<file path="config.mk">
export PLATFORM = sky130hd
export DESIGN_NAME = gcr_top
export DESIGN_NICKNAME = d
export VERILOG_FILES = /design/src/gcr_pkg.sv /design/src/gcr_integ.sv /design/src/gcr_top.sv
export SDC_FILE = /design/constraint.sdc
export NUM_CORES = 1
export LEC_CHECK = 0
export ABC_AREA = 1
export ABC_CLOCK_PERIOD_IN_PS = 2000
export BUFFER_PORTS_ARGS = -buffer_cell sky130_fd_sc_hd__buf_4
export CAP_MARGIN = 20
export CORE_ASPECT_RATIO = 0.6
export CORE_UTILIZATION = 60
export CTS_BUF_LIST = sky130_fd_sc_hd__clkbuf_4
export CTS_CLUSTER_DIAMETER = 100
export CTS_CLUSTER_SIZE = 8
export DETAILED_ROUTE_END_ITERATION = 8
export GPL_TIMING_DRIVEN = 0
export PLACE_DENSITY_LB_ADDON = 0.1
export REMOVE_ABC_BUFFERS = 1
export SYNTH_ARGS = -nofsm -noshare
export SYNTH_HDL_FRONTEND = slang
export SYNTH_SLANG_ARGS = --single-unit
</file>
<file path="constraint.sdc">
create_clock -name sys_clk_i -period 2 [get_ports sys_clk_i]
set_input_delay 0 -clock sys_clk_i [delete_from_list [all_inputs] [get_ports sys_clk_i]]
set_output_delay 0 -clock sys_clk_i [all_outputs]
set_load 0.005 [all_outputs]
</file>
<file path="src/gcr_pkg.sv">
// Purpose: constants and state layout for the g832 receive overhead status bank
// Assumes: 16-bit register port, word offsets as printed
// Notes: one package, no imports
// What this block does
// a latched remote error raises the interrupt only with enable bit 10 and the port enable set.
// a latched parity error raises the interrupt only with enable bit 9 and the port enable set.
// a latched framing error raises the interrupt only with enable bit 8 and the port enable set.
// a latched remote error count flag raises the interrupt only with bit 2 and the port enable.
// a latched parity error count flag raises the interrupt only with bit 1 and the port enable.
// a latched framing error count flag raises the interrupt only with bit 0 and the port enable.
// bits 6 to 4 of the ma byte status show the integrated payload type from ma bits 3 to 5.
// with timing extraction on, bits 3 to 0 show the integrated four-bit timing indicator.
// with timing extraction off, bit 3 reads zero and bits 2 to 0 show the last three ma bits.
// bits 15 to 8 of the overhead byte register show the integrated gc byte.
// bits 7 to 0 of the overhead byte register show the integrated nr byte.
// detected parity, framing and remote errors set their latched flags.
// each latched count flag sets when its count-nonzero indication rises from zero to one.
// a sixteen-bit framing error count register is loaded on the monitoring update strobe.
// a latched change flag sets whenever the integrated gc byte changes.
// an integrated field only takes a new value seen in several consecutive frames.
package gcr_pkg;
    localparam logic [9:0] GCR_OFS_ERR_IRQ_EN2 = 10'h12e;
    localparam logic [9:0] GCR_OFS_MA_STATUS = 10'h130;
    localparam logic [9:0] GCR_OFS_NR_GC = 10'h132;
    localparam logic [9:0] GCR_OFS_FE_COUNT = 10'h134;
    localparam logic [9:0] GCR_OFS_ERR_LATCHED = 10'h12a;
    localparam logic [9:0] GCR_OFS_GC_LATCHED = 10'h128;
    localparam logic [9:0] GCR_OFS_CTRL = 10'h13a;
    localparam logic [15:0] GCR_RST_WORD = 16'h0000;
    localparam logic [15:0] GCR_ERR_IRQ_EN2_MASK = 16'h0707;
    localparam int GCR_BIT_REMOTE = 10;
    localparam int GCR_BIT_PARITY = 9;
    localparam int GCR_BIT_FRAMING = 8;
    localparam int GCR_BIT_REMOTE_CNT = 2;
    localparam int GCR_BIT_PARITY_CNT = 1;
    localparam int GCR_BIT_FRAMING_CNT = 0;
    localparam int GCR_BIT_GC_CHANGE = 7;
    localparam int GCR_BIT_TI_EXTRACT = 0;
    localparam int GCR_BIT_PORT_IRQ_EN = 1;
    localparam logic [2:0] GCR_INTEG_FRAMES = 3'h5;

    typedef struct packed {
        logic [15:0] irq_en2_r;
        logic [15:0] err_latched_r;
        logic gc_change_latched_r;
        logic ti_extract_en_r;
        logic port_status_irq_enable_r;
        logic [15:0] fe_count_r;
        logic [15:0] fe_running_r;
        logic [2:0] cnt_nonzero_d_r;
        logic [15:0] rd_data_r;
        logic irq_r;
    } gcr_state_t;
endpackage : gcr_pkg

</file>
<file path="src/gcr_integ.sv">
// Purpose: persistence filter for one received overhead field
// Assumes: sample_i pulses once per received frame
// Notes: width set per instance
`timescale 1ns/10ps
module gcr_integ #(
    parameter int W = 8
) (
    input wire logic sys_clk_i,
    input wire logic reset_i,
    input wire logic sample_i,
    input wire logic [W-1:0] value_i,
    output logic [W-1:0] value_o
);
    typedef struct packed {
        logic [W-1:0] cand_r;
        logic [2:0] run_r;
        logic [W-1:0] value_r;
    } gcr_integ_t;
    gcr_integ_t st_r;
    gcr_integ_t st_nxt;

    always_comb begin
        st_nxt = st_r;
        if (sample_i) begin
            if (value_i != st_r.cand_r) begin
                st_nxt.cand_r = value_i;
                st_nxt.run_r = 3'h1;
            end else if (st_r.run_r < gcr_pkg::GCR_INTEG_FRAMES) begin
                st_nxt.run_r = st_r.run_r + 3'h1;
            end
            // only a run of equal frames moves the output
            if (value_i == st_r.cand_r && st_r.run_r + 3'h1 >= gcr_pkg::GCR_INTEG_FRAMES) begin
                st_nxt.value_r = value_i;
            end
        end
    end

    always_ff @(posedge sys_clk_i) begin
        if (reset_i) begin
            st_r <= '0;
        end else begin
            st_r <= st_nxt;
        end
    end

    assign value_o = st_r.value_r;
endmodule : gcr_integ

</file>
<file path="src/gcr_top.sv">
// Purpose: g832 receive overhead status registers and error interrupt
// Assumes: framer inputs are on sys_clk_i, one-cycle event pulses
// Notes: read data valid the cycle after the read strobe
//
// Strobed register access was chosen for this implementation.
`timescale 1ns/10ps
module gcr_top (
    input wire logic sys_clk_i,
    input wire logic reset_i,
    input wire logic [9:0] addr_i,
    input wire logic [15:0] wr_data_i,
    input wire logic wr_i,
    input wire logic rd_i,
    output logic [15:0] rd_data_o,
    output logic irq_o,
    input wire logic frame_i,
    input wire logic [7:0] ma_byte_i,
    input wire logic [3:0] ti_bits_i,
    input wire logic [7:0] nr_byte_i,
    input wire logic [7:0] gc_byte_i,
    input wire logic parity_err_i,
    input wire logic framing_err_i,
    input wire logic remote_err_i,
    input wire logic remote_err_count_nonzero_i,
    input wire logic parity_err_count_nonzero_i,
    input wire logic framing_err_count_nonzero_i,
    input wire logic perf_monitor_update_strobe_i
);
    gcr_pkg::gcr_state_t st_r;
    gcr_pkg::gcr_state_t st_nxt;
    logic [2:0] rx_payload_type;
    logic [3:0] ti_integ;
    logic [2:0] ma_tail_integ;
    logic [7:0] rx_nr_byte;
    logic [7:0] rx_gc_byte;
    logic [7:0] gc_prev_r;
    logic [3:0] rx_timing_source_ind;
    logic [15:0] set_bits;
    logic [15:0] clr_bits;
    logic [2:0] cnt_nonzero;
    logic gc_clr;

    // ma bit 1 is the msb, so positions 3..5 are bits 5..3
    gcr_integ #(.W(3)) u_pt (
        .sys_clk_i(sys_clk_i),
        .reset_i(reset_i),
        .sample_i(frame_i),
        .value_i(ma_byte_i[5:3]),
        .value_o(rx_payload_type)
    );
    gcr_integ #(.W(4)) u_ti (
        .sys_clk_i(sys_clk_i),
        .reset_i(reset_i),
        .sample_i(frame_i),
        .value_i(ti_bits_i),
        .value_o(ti_integ)
    );
    gcr_integ #(.W(3)) u_tail (
        .sys_clk_i(sys_clk_i),
        .reset_i(reset_i),
        .sample_i(frame_i),
        .value_i(ma_byte_i[2:0]),
        .value_o(ma_tail_integ)
    );
    gcr_integ #(.W(8)) u_nr (
        .sys_clk_i(sys_clk_i),
        .reset_i(reset_i),
        .sample_i(frame_i),
        .value_i(nr_byte_i),
        .value_o(rx_nr_byte)
    );
    gcr_integ #(.W(8)) u_gc (
        .sys_clk_i(sys_clk_i),
        .reset_i(reset_i),
        .sample_i(frame_i),
        .value_i(gc_byte_i),
        .value_o(rx_gc_byte)
    );

    always_ff @(posedge sys_clk_i) begin
        if (reset_i) begin
            gc_prev_r <= 8'h00;
        end else begin
            gc_prev_r <= rx_gc_byte;
        end
    end

    always_comb begin
        // timing bits come from the integrated ti_bits_i with extraction on, else from the integrated ma tail
        if (st_r.ti_extract_en_r) begin
            rx_timing_source_ind = ti_integ;
        end else begin
            rx_timing_source_ind = {1'b0, ma_tail_integ};
        end
    end

    assign cnt_nonzero = {remote_err_count_nonzero_i, parity_err_count_nonzero_i,
                          framing_err_count_nonzero_i};

    always_comb begin
        st_nxt = st_r;
        set_bits = 16'h0000;
        clr_bits = 16'h0000;
        gc_clr = 1'b0;
        st_nxt.cnt_nonzero_d_r = cnt_nonzero;
        set_bits[gcr_pkg::GCR_BIT_PARITY] = parity_err_i;
        set_bits[gcr_pkg::GCR_BIT_FRAMING] = framing_err_i;
        set_bits[gcr_pkg::GCR_BIT_REMOTE] = remote_err_i;
        // rising edge of each count-nonzero level
        set_bits[gcr_pkg::GCR_BIT_REMOTE_CNT] = cnt_nonzero[2] & ~st_r.cnt_nonzero_d_r[2];
        set_bits[gcr_pkg::GCR_BIT_PARITY_CNT] = cnt_nonzero[1] & ~st_r.cnt_nonzero_d_r[1];
        set_bits[gcr_pkg::GCR_BIT_FRAMING_CNT] = cnt_nonzero[0] & ~st_r.cnt_nonzero_d_r[0];
        if (wr_i) begin
            case (addr_i)
                gcr_pkg::GCR_OFS_ERR_IRQ_EN2: begin
                    st_nxt.irq_en2_r = wr_data_i & gcr_pkg::GCR_ERR_IRQ_EN2_MASK;
                end
                gcr_pkg::GCR_OFS_ERR_LATCHED: begin
                    clr_bits = wr_data_i & gcr_pkg::GCR_ERR_IRQ_EN2_MASK;
                end
                gcr_pkg::GCR_OFS_GC_LATCHED: begin
                    gc_clr = wr_data_i[gcr_pkg::GCR_BIT_GC_CHANGE];
                end
                gcr_pkg::GCR_OFS_CTRL: begin
                    st_nxt.ti_extract_en_r = wr_data_i[gcr_pkg::GCR_BIT_TI_EXTRACT];
                    st_nxt.port_status_irq_enable_r = wr_data_i[gcr_pkg::GCR_BIT_PORT_IRQ_EN];
                end
                default: begin
                end
            endcase
        end
        // set wins over a clear in the same cycle
        st_nxt.err_latched_r = ((st_r.err_latched_r & ~clr_bits) | set_bits)
                               & gcr_pkg::GCR_ERR_IRQ_EN2_MASK;
        st_nxt.gc_change_latched_r = (st_r.gc_change_latched_r & ~gc_clr)
                                     | (rx_gc_byte != gc_prev_r);
        // running count is copied out on the update strobe
        if (perf_monitor_update_strobe_i) begin
            // the event on the strobe cycle still counts, but never wraps past ffff
            st_nxt.fe_count_r = st_r.fe_running_r;
            if (framing_err_i && st_r.fe_running_r != 16'hffff) begin
                st_nxt.fe_count_r = st_r.fe_running_r + 16'h0001;
            end
            st_nxt.fe_running_r = 16'h0000;
        end else if (framing_err_i && st_r.fe_running_r != 16'hffff) begin
            st_nxt.fe_running_r = st_r.fe_running_r + 16'h0001;
        end
        st_nxt.rd_data_r = 16'h0000;
        if (rd_i) begin
            case (addr_i)
                gcr_pkg::GCR_OFS_ERR_IRQ_EN2: begin
                    st_nxt.rd_data_r = st_r.irq_en2_r;
                end
                gcr_pkg::GCR_OFS_ERR_LATCHED: begin
                    st_nxt.rd_data_r = st_r.err_latched_r;
                end
                gcr_pkg::GCR_OFS_GC_LATCHED: begin
                    st_nxt.rd_data_r[gcr_pkg::GCR_BIT_GC_CHANGE] = st_r.gc_change_latched_r;
                end
                gcr_pkg::GCR_OFS_CTRL: begin
                    st_nxt.rd_data_r[gcr_pkg::GCR_BIT_TI_EXTRACT] = st_r.ti_extract_en_r;
                    st_nxt.rd_data_r[gcr_pkg::GCR_BIT_PORT_IRQ_EN] =
                        st_r.port_status_irq_enable_r;
                end
                gcr_pkg::GCR_OFS_MA_STATUS: begin
                    st_nxt.rd_data_r = {9'h000, rx_payload_type, rx_timing_source_ind};
                end
                gcr_pkg::GCR_OFS_NR_GC: begin
                    st_nxt.rd_data_r = {rx_gc_byte, rx_nr_byte}; // see R10
                end
                gcr_pkg::GCR_OFS_FE_COUNT: begin
                    st_nxt.rd_data_r = st_r.fe_count_r;
                end
                default: begin
                end
            endcase
        end
        // enable bits line up with latched bits
        st_nxt.irq_r = st_r.port_status_irq_enable_r
                       && ((st_r.err_latched_r & st_r.irq_en2_r) != 16'h0000);
    end

    always_ff @(posedge sys_clk_i) begin
        if (reset_i) begin
            st_r <= '0;
        end else begin
            st_r <= st_nxt;
        end
    end

    assign rd_data_o = st_r.rd_data_r;
    assign irq_o = st_r.irq_r;
endmodule : gcr_top

</file>
# After elaboration in Yosys (flattened, before gate mapping)
# Cells that the tools add are included.
[word_totals]
elab_cells = 127
register_bits = 142
[op_classes]
eq_ne = 19
n_reduce_logical = 32
muxes = 20
n_lt_le_gt_ge = 10
bitwise = 14
addsub = 6
[ops]
columns = ["op", "count"]
rows = [
  ["equality test 10 x 9 -> 1 bit (second input constant)", 7],
  ["AND reduction 2 bit", 17],
  ["case mux 8 bit (4 select lines)", 1],
  ["2-to-1 mux 3 bit", 10],
  ["case mux 5 bit (5 select lines)", 1],
  ["inequality test 8 bit", 3],
  ["AND 11 bit", 2],
  ["2-to-1 mux 11 bit", 2],
  ["adder 16 x 1 -> 16 bit (second input constant)", 1],
  ["equality test 8 bit", 2],
  ["2-to-1 mux 16 bit", 1],
  ["inequality test 16 bit (second input constant)", 1],
  ["nonzero test 16 bit", 1],
  ["adder 3 x 1 -> 3 bit (second input constant)", 5],
  [">= comparator 3 bit (second input constant)", 5],
  ["< comparator 3 bit (second input constant)", 5],
  ["case mux 2 bit (6 select lines)", 1],
  ["inverter 11 bit", 1],
  ["OR 11 bit", 1],
  ["nonzero test 2 bit", 5],
  ["logical AND 1 bit", 7],
  ["equality test 3 bit", 2],
  ["inequality test 3 bit", 2],
  ["inverter 1 bit", 5],
  ["8 further kinds", 13],
]

# Logic depth before layout (Yosys ltp)
[depth]
ltp_word = 6
depth_mapped = 12
depth_no_buf = 11

# Hierarchy
# A second synthesis with hierarchy kept.
[hier_totals]
hier_cells = 1203
hier_area_um2 = 7997.7
[by_module_without_submodules]
columns = ["mod", "cells_each", "seq_area_each_um2", "area_per_inst_um2", "n_inst"]
rows = [
  ["gcr_top", 579, 1501.4, 3956.3, 1],
  ["gcr_integ at u_gc ...", 186, 380.4, 1177.4, 2],
  ["gcr_integ at u_pt ...", 73, 180.2, 503.0, 2],
  ["gcr_integ at u_ti", 106, 220.2, 680.7, 1],
]

# Worst setup path before layout
# Ideal clock, no wire load.
[synth_timing]
kind = "register -> register"
start = "register u_nr.st_r[8] in the netlist's numbering"
end = "register u_nr.st_r, in the netlist u_nr.value_o[5]"
setup_ns = 0.113
path_buffers = 1
arrival_ns = 1.403
stages_incl_launch_ff = 12
slack_ns = 0.484
required_time_ns = 1.887
cell_sequence = "dfxtp_1 -> inv_1 -> ha_1 -> inv_1 -> nand2_1 -> o21ai_0 -> inv_1 -> nand4_2 -> buf_4 -> nand2_1 -> nand2_1 -> nor2_1"
[synth_between]
elab_chain_cells = 4
[synth_rtl]
columns = ["element", "line", "rtl"]
rows = [
  ["start, declared", "gcr_integ.sv:19", "gcr_integ_t st_r;"],
  ["start signal, assigned", "gcr_integ.sv:42", "st_r <= st_nxt;"],
  ["adder 3 x 1 -> 3 bit", "gcr_integ.sv:32", "if (value_i == st_r.cand_r && st_r.run_r + 3'h1 >= gcr_pkg::GCR_INTEG_FRAMES) begin"],
  [">= comparator 3 bit", "gcr_integ.sv:32", ""],
  ["logical AND 1 bit", "gcr_integ.sv:32", ""],
  ["AND reduction 2 bit (no line)", "n/a", ""],
]
# No other way between the ends.
# A chain may end at the register's enable or synchronous reset.

# Final worst setup path
[layout_timing]
start = "register st_r[20] in the netlist's numbering"
end = "register st_r[38] in the netlist's numbering"
[layout_between]
elab_chain_cells = 3
[layout_rtl]
columns = ["element", "line", "rtl"]
rows = [
  ["start, declared", "gcr_top.sv:29", "gcr_pkg::gcr_state_t st_r;"],
  ["start signal, assigned", "gcr_top.sv:187", "st_r <= st_nxt;"],
  ["branches (longest 2 deep; another with adder 16 x 1 -> 16 bit)", "n/a", ""],
  ["2-to-1 mux 16 bit *", "gcr_top.sv:141", "if (framing_err_i && st_r.fe_running_r != 16'hffff) begin"],
]
# Mark *: on every way between the ends.

==> metrics <==
global-route wire length before repair 28200 um; pre-CTS setup slack -482.3 ps; Worst-Margin Slew 1074 ps; Top delay family on crit path simple AND/OR/NAND/NOR gates; Clock Latency Late Sink 520 ps; drt wl/cell 13.55 um; Post-Route WL 17700 um; #FFs+latches synth 142; # port buffers 71; IO Count 83; max-slew violation count 0; Final setup viols 0; worst r2r path cells 10; Slowest cell on crit path dfxtp_1; slowest stage delay, CP 410 ps; Hold Path Stages 6; Yosys warnings 0; Cell Pwr Density 662.3 mW/mm^2; worst min-delay path startpoint addr_i[1]; Die W 142.1 um; vias in the first global route 5876; nets 1211; fin crit share 91.99%; hold crit path type in -> reg; Hold Violations, Final 0; Worst Hold End rd_data_o[15]; Final GP Congestion 0.9139; CP max FO 13; R2R Path Start st_r[20]; FF-to-FF End st_r[38]; total grt overflow 0; Cells after Synth 1026; initial antenna violation count 0; DP Area 0.007532 mm^2; leakage 3.937 nW; register area share after synthesis 40.24%; CTS tree yes; CTS Buffer Depth 2; top_reg_cell synth dfxtp_1; Final Skew 21.51 ps; maxcap violations 0; commonest non-fill, non-tap cell in the layout nand2_1; most frequent cells in the layout nand2_1 (245), nor2_1 (191), dfxtp_1 (142); initial core utilization 62.11%; CTS sink count 142; share of cells above drive strength 1 13.44%; Buf+Inv Stages, Crit Path 1; Required @ worst endpoint 2420 ps; vias post-DR 6676; fin worst setup slack 160.2 ps; post-route ant nets 0; run status finished clean; total CTS buffers 17; Die H 86.05 um; peak supply drop 0.0004289 V; Worst slew margin 28.15%; CP most frequent cell nand2_1; first drt pass iteration count 8; crit path DAT 2260 ps; pin count of the biggest net entering global routing 63; CP endpoint kind register; fin crit period 1840 ps; EDFF count, synth 0; floorplan core area 0.01137 mm^2; DR DRC count 0; critical path class reg -> reg; row count 30; Synth async-reset ratio 0%; Hold Slack 35.24 ps; Clk pin slew, worst setup/hold paths 130 ps; post-synthesis cell type count 41; CP Cell Sequence ha_1, nand3_1, nor2_2, nand3_4, nand2_2, inv_1, nand2_1, nand2_1, nand2_1, nand2_1; Finished Cell Area 0.008448 mm^2; mapped cell area 0.007064 mm^2; H-tree depth reported by CTS 4; R2R setup slack 160 ps; total track usage 29.52%; Area Overhead vs Synth 19.59%; highest clock rate 0.5435 GHz; DR iter-0 viols 498; Syn Area/Cell 6.885 um^2; root buffer cell clkbuf_4; die footprint 0.01223 mm^2; Antenna Cells 0; Avg Vias per Cell 5.112; Critical Path Source Type register; HPWL after DPL 11790 um
-- tightest hold or removal path, stage by stage --
cell and delay (ps):
buf_4 100, nor2_2 60, nand2_1 100, nor2_4 90, nand3_1 70, a21oi_1 70
-- power breakdown --
part | internal (mW) | switching, mW
registers | 2.90 | 0.0548
clock network | 0.984 | 1.04
logic | 0.269 | 0.348
total | 4.15 | 1.44
-- sequential cells by signal, indices dropped and copies added, names as in the netlist --
register	cells
st_r	50
rd_data_o	16
u_gc.st_r	11
u_nr.st_r	11
gc_prev_r	8
u_gc.value_o	8
u_nr.value_o	8
u_ti.st_r	7
u_pt.st_r	6
u_tail.st_r	6
u_ti.value_o	4
u_pt.value_o	3
u_tail.value_o	3
irq_o	1
-- cells in the mapped netlist, drive strengths merged, types with 2 or more instances --
cell	n	share of area, %
a211oi	2	0.28
a21oi	31	2.4
a31oi	2	0.18
buf	33	3.3
clkbuf	8	0.43
clkinv	2	0.11
dfxtp	142	40
ha	11	1.9
inv	138	7.3
mux2i	2	0.28
nand2	252	14
nand3	57	4.4
nand3b	2	0.21
nand4	13	1.4
nor2	204	12
nor3	18	2.1
o211ai	2	0.21
o21ai	68	5.1
o22ai	7	0.62
o31ai	2	0.21
xnor2	23	2.9
xor2	6	0.74
-- cells by family after synthesis --
kind of cell	count (synthesis)	share of synthesized area, %
fa+ha+maj	11	1.948
buf+inv	181	11.21
flops	142	40.24
xor+xnor	29	3.595
mux	2	0.2834
compound gates	115	9.068
simple gates	546	33.65
-- layout make-up --
type,instances,area (um^2)
multi-input cells,704,3453
fillers,946,2925
flip-flops and latches,142,2843
repair buffers,129,1114
inverters,140,530.5
well taps,160,200.2
clock inverters,13,172.7
clock buffers,18,135.1
-- metrics by stage --
stage	utilization (%)	power, mW	std cells	TNS [ps]
2_1_floorplan	-	3.301	985	0
3_3_place_gp	66.22	3.513	1216	-67800
3_5_place_dp	66.23	3.520	1216	-8737
4_1_cts	74.04	5.582	1305	0
5_1_grt	74.28	5.824	1306	-30.85
6_report	74.28	5.595	1306	0
-- metal layers --
metal | GRT usage, % | vias to the layer above | routed length [um]
li1 | - | 3399 | -
met1 | 43.18 | 3010 | 8874
met2 | 43.89 | 242 | 7363
met3 | 6.309 | 25 | 1243
met4 | 7.527 | 0 | 218
met5 | 0 | - | 0
-- worst max path at each step --
stage	startpoint	endpoint	slack, ps	depth (start not counted)
after global placement	reset_i	st_r[45]	-1450	6
after detailed placement	reset_i	rd_data_o[10]	-480	6
after global routing	u_gc.st_r[13]	u_gc.st_r[18]	-20	8
final	st_r[20]	st_r[38]	160	10
after CTS	perf_monitor_update_strobe_i	st_r[44]	40	5
after floorplan	reset_i	st_r[45]	330	5
-- what timing repair did --
| item | 4_1_cts | 5_1_grt |
|---|---|---|
| hold buffers | 58 | 0 |
| hold endpoints to repair | 117 | 0 |
| setup endpoints to repair | 0 | 28 |
| buffers inserted | 0 | 0 |
| gates resized for setup | 0 | 4 |
Power figures use the tool's default switching activity.
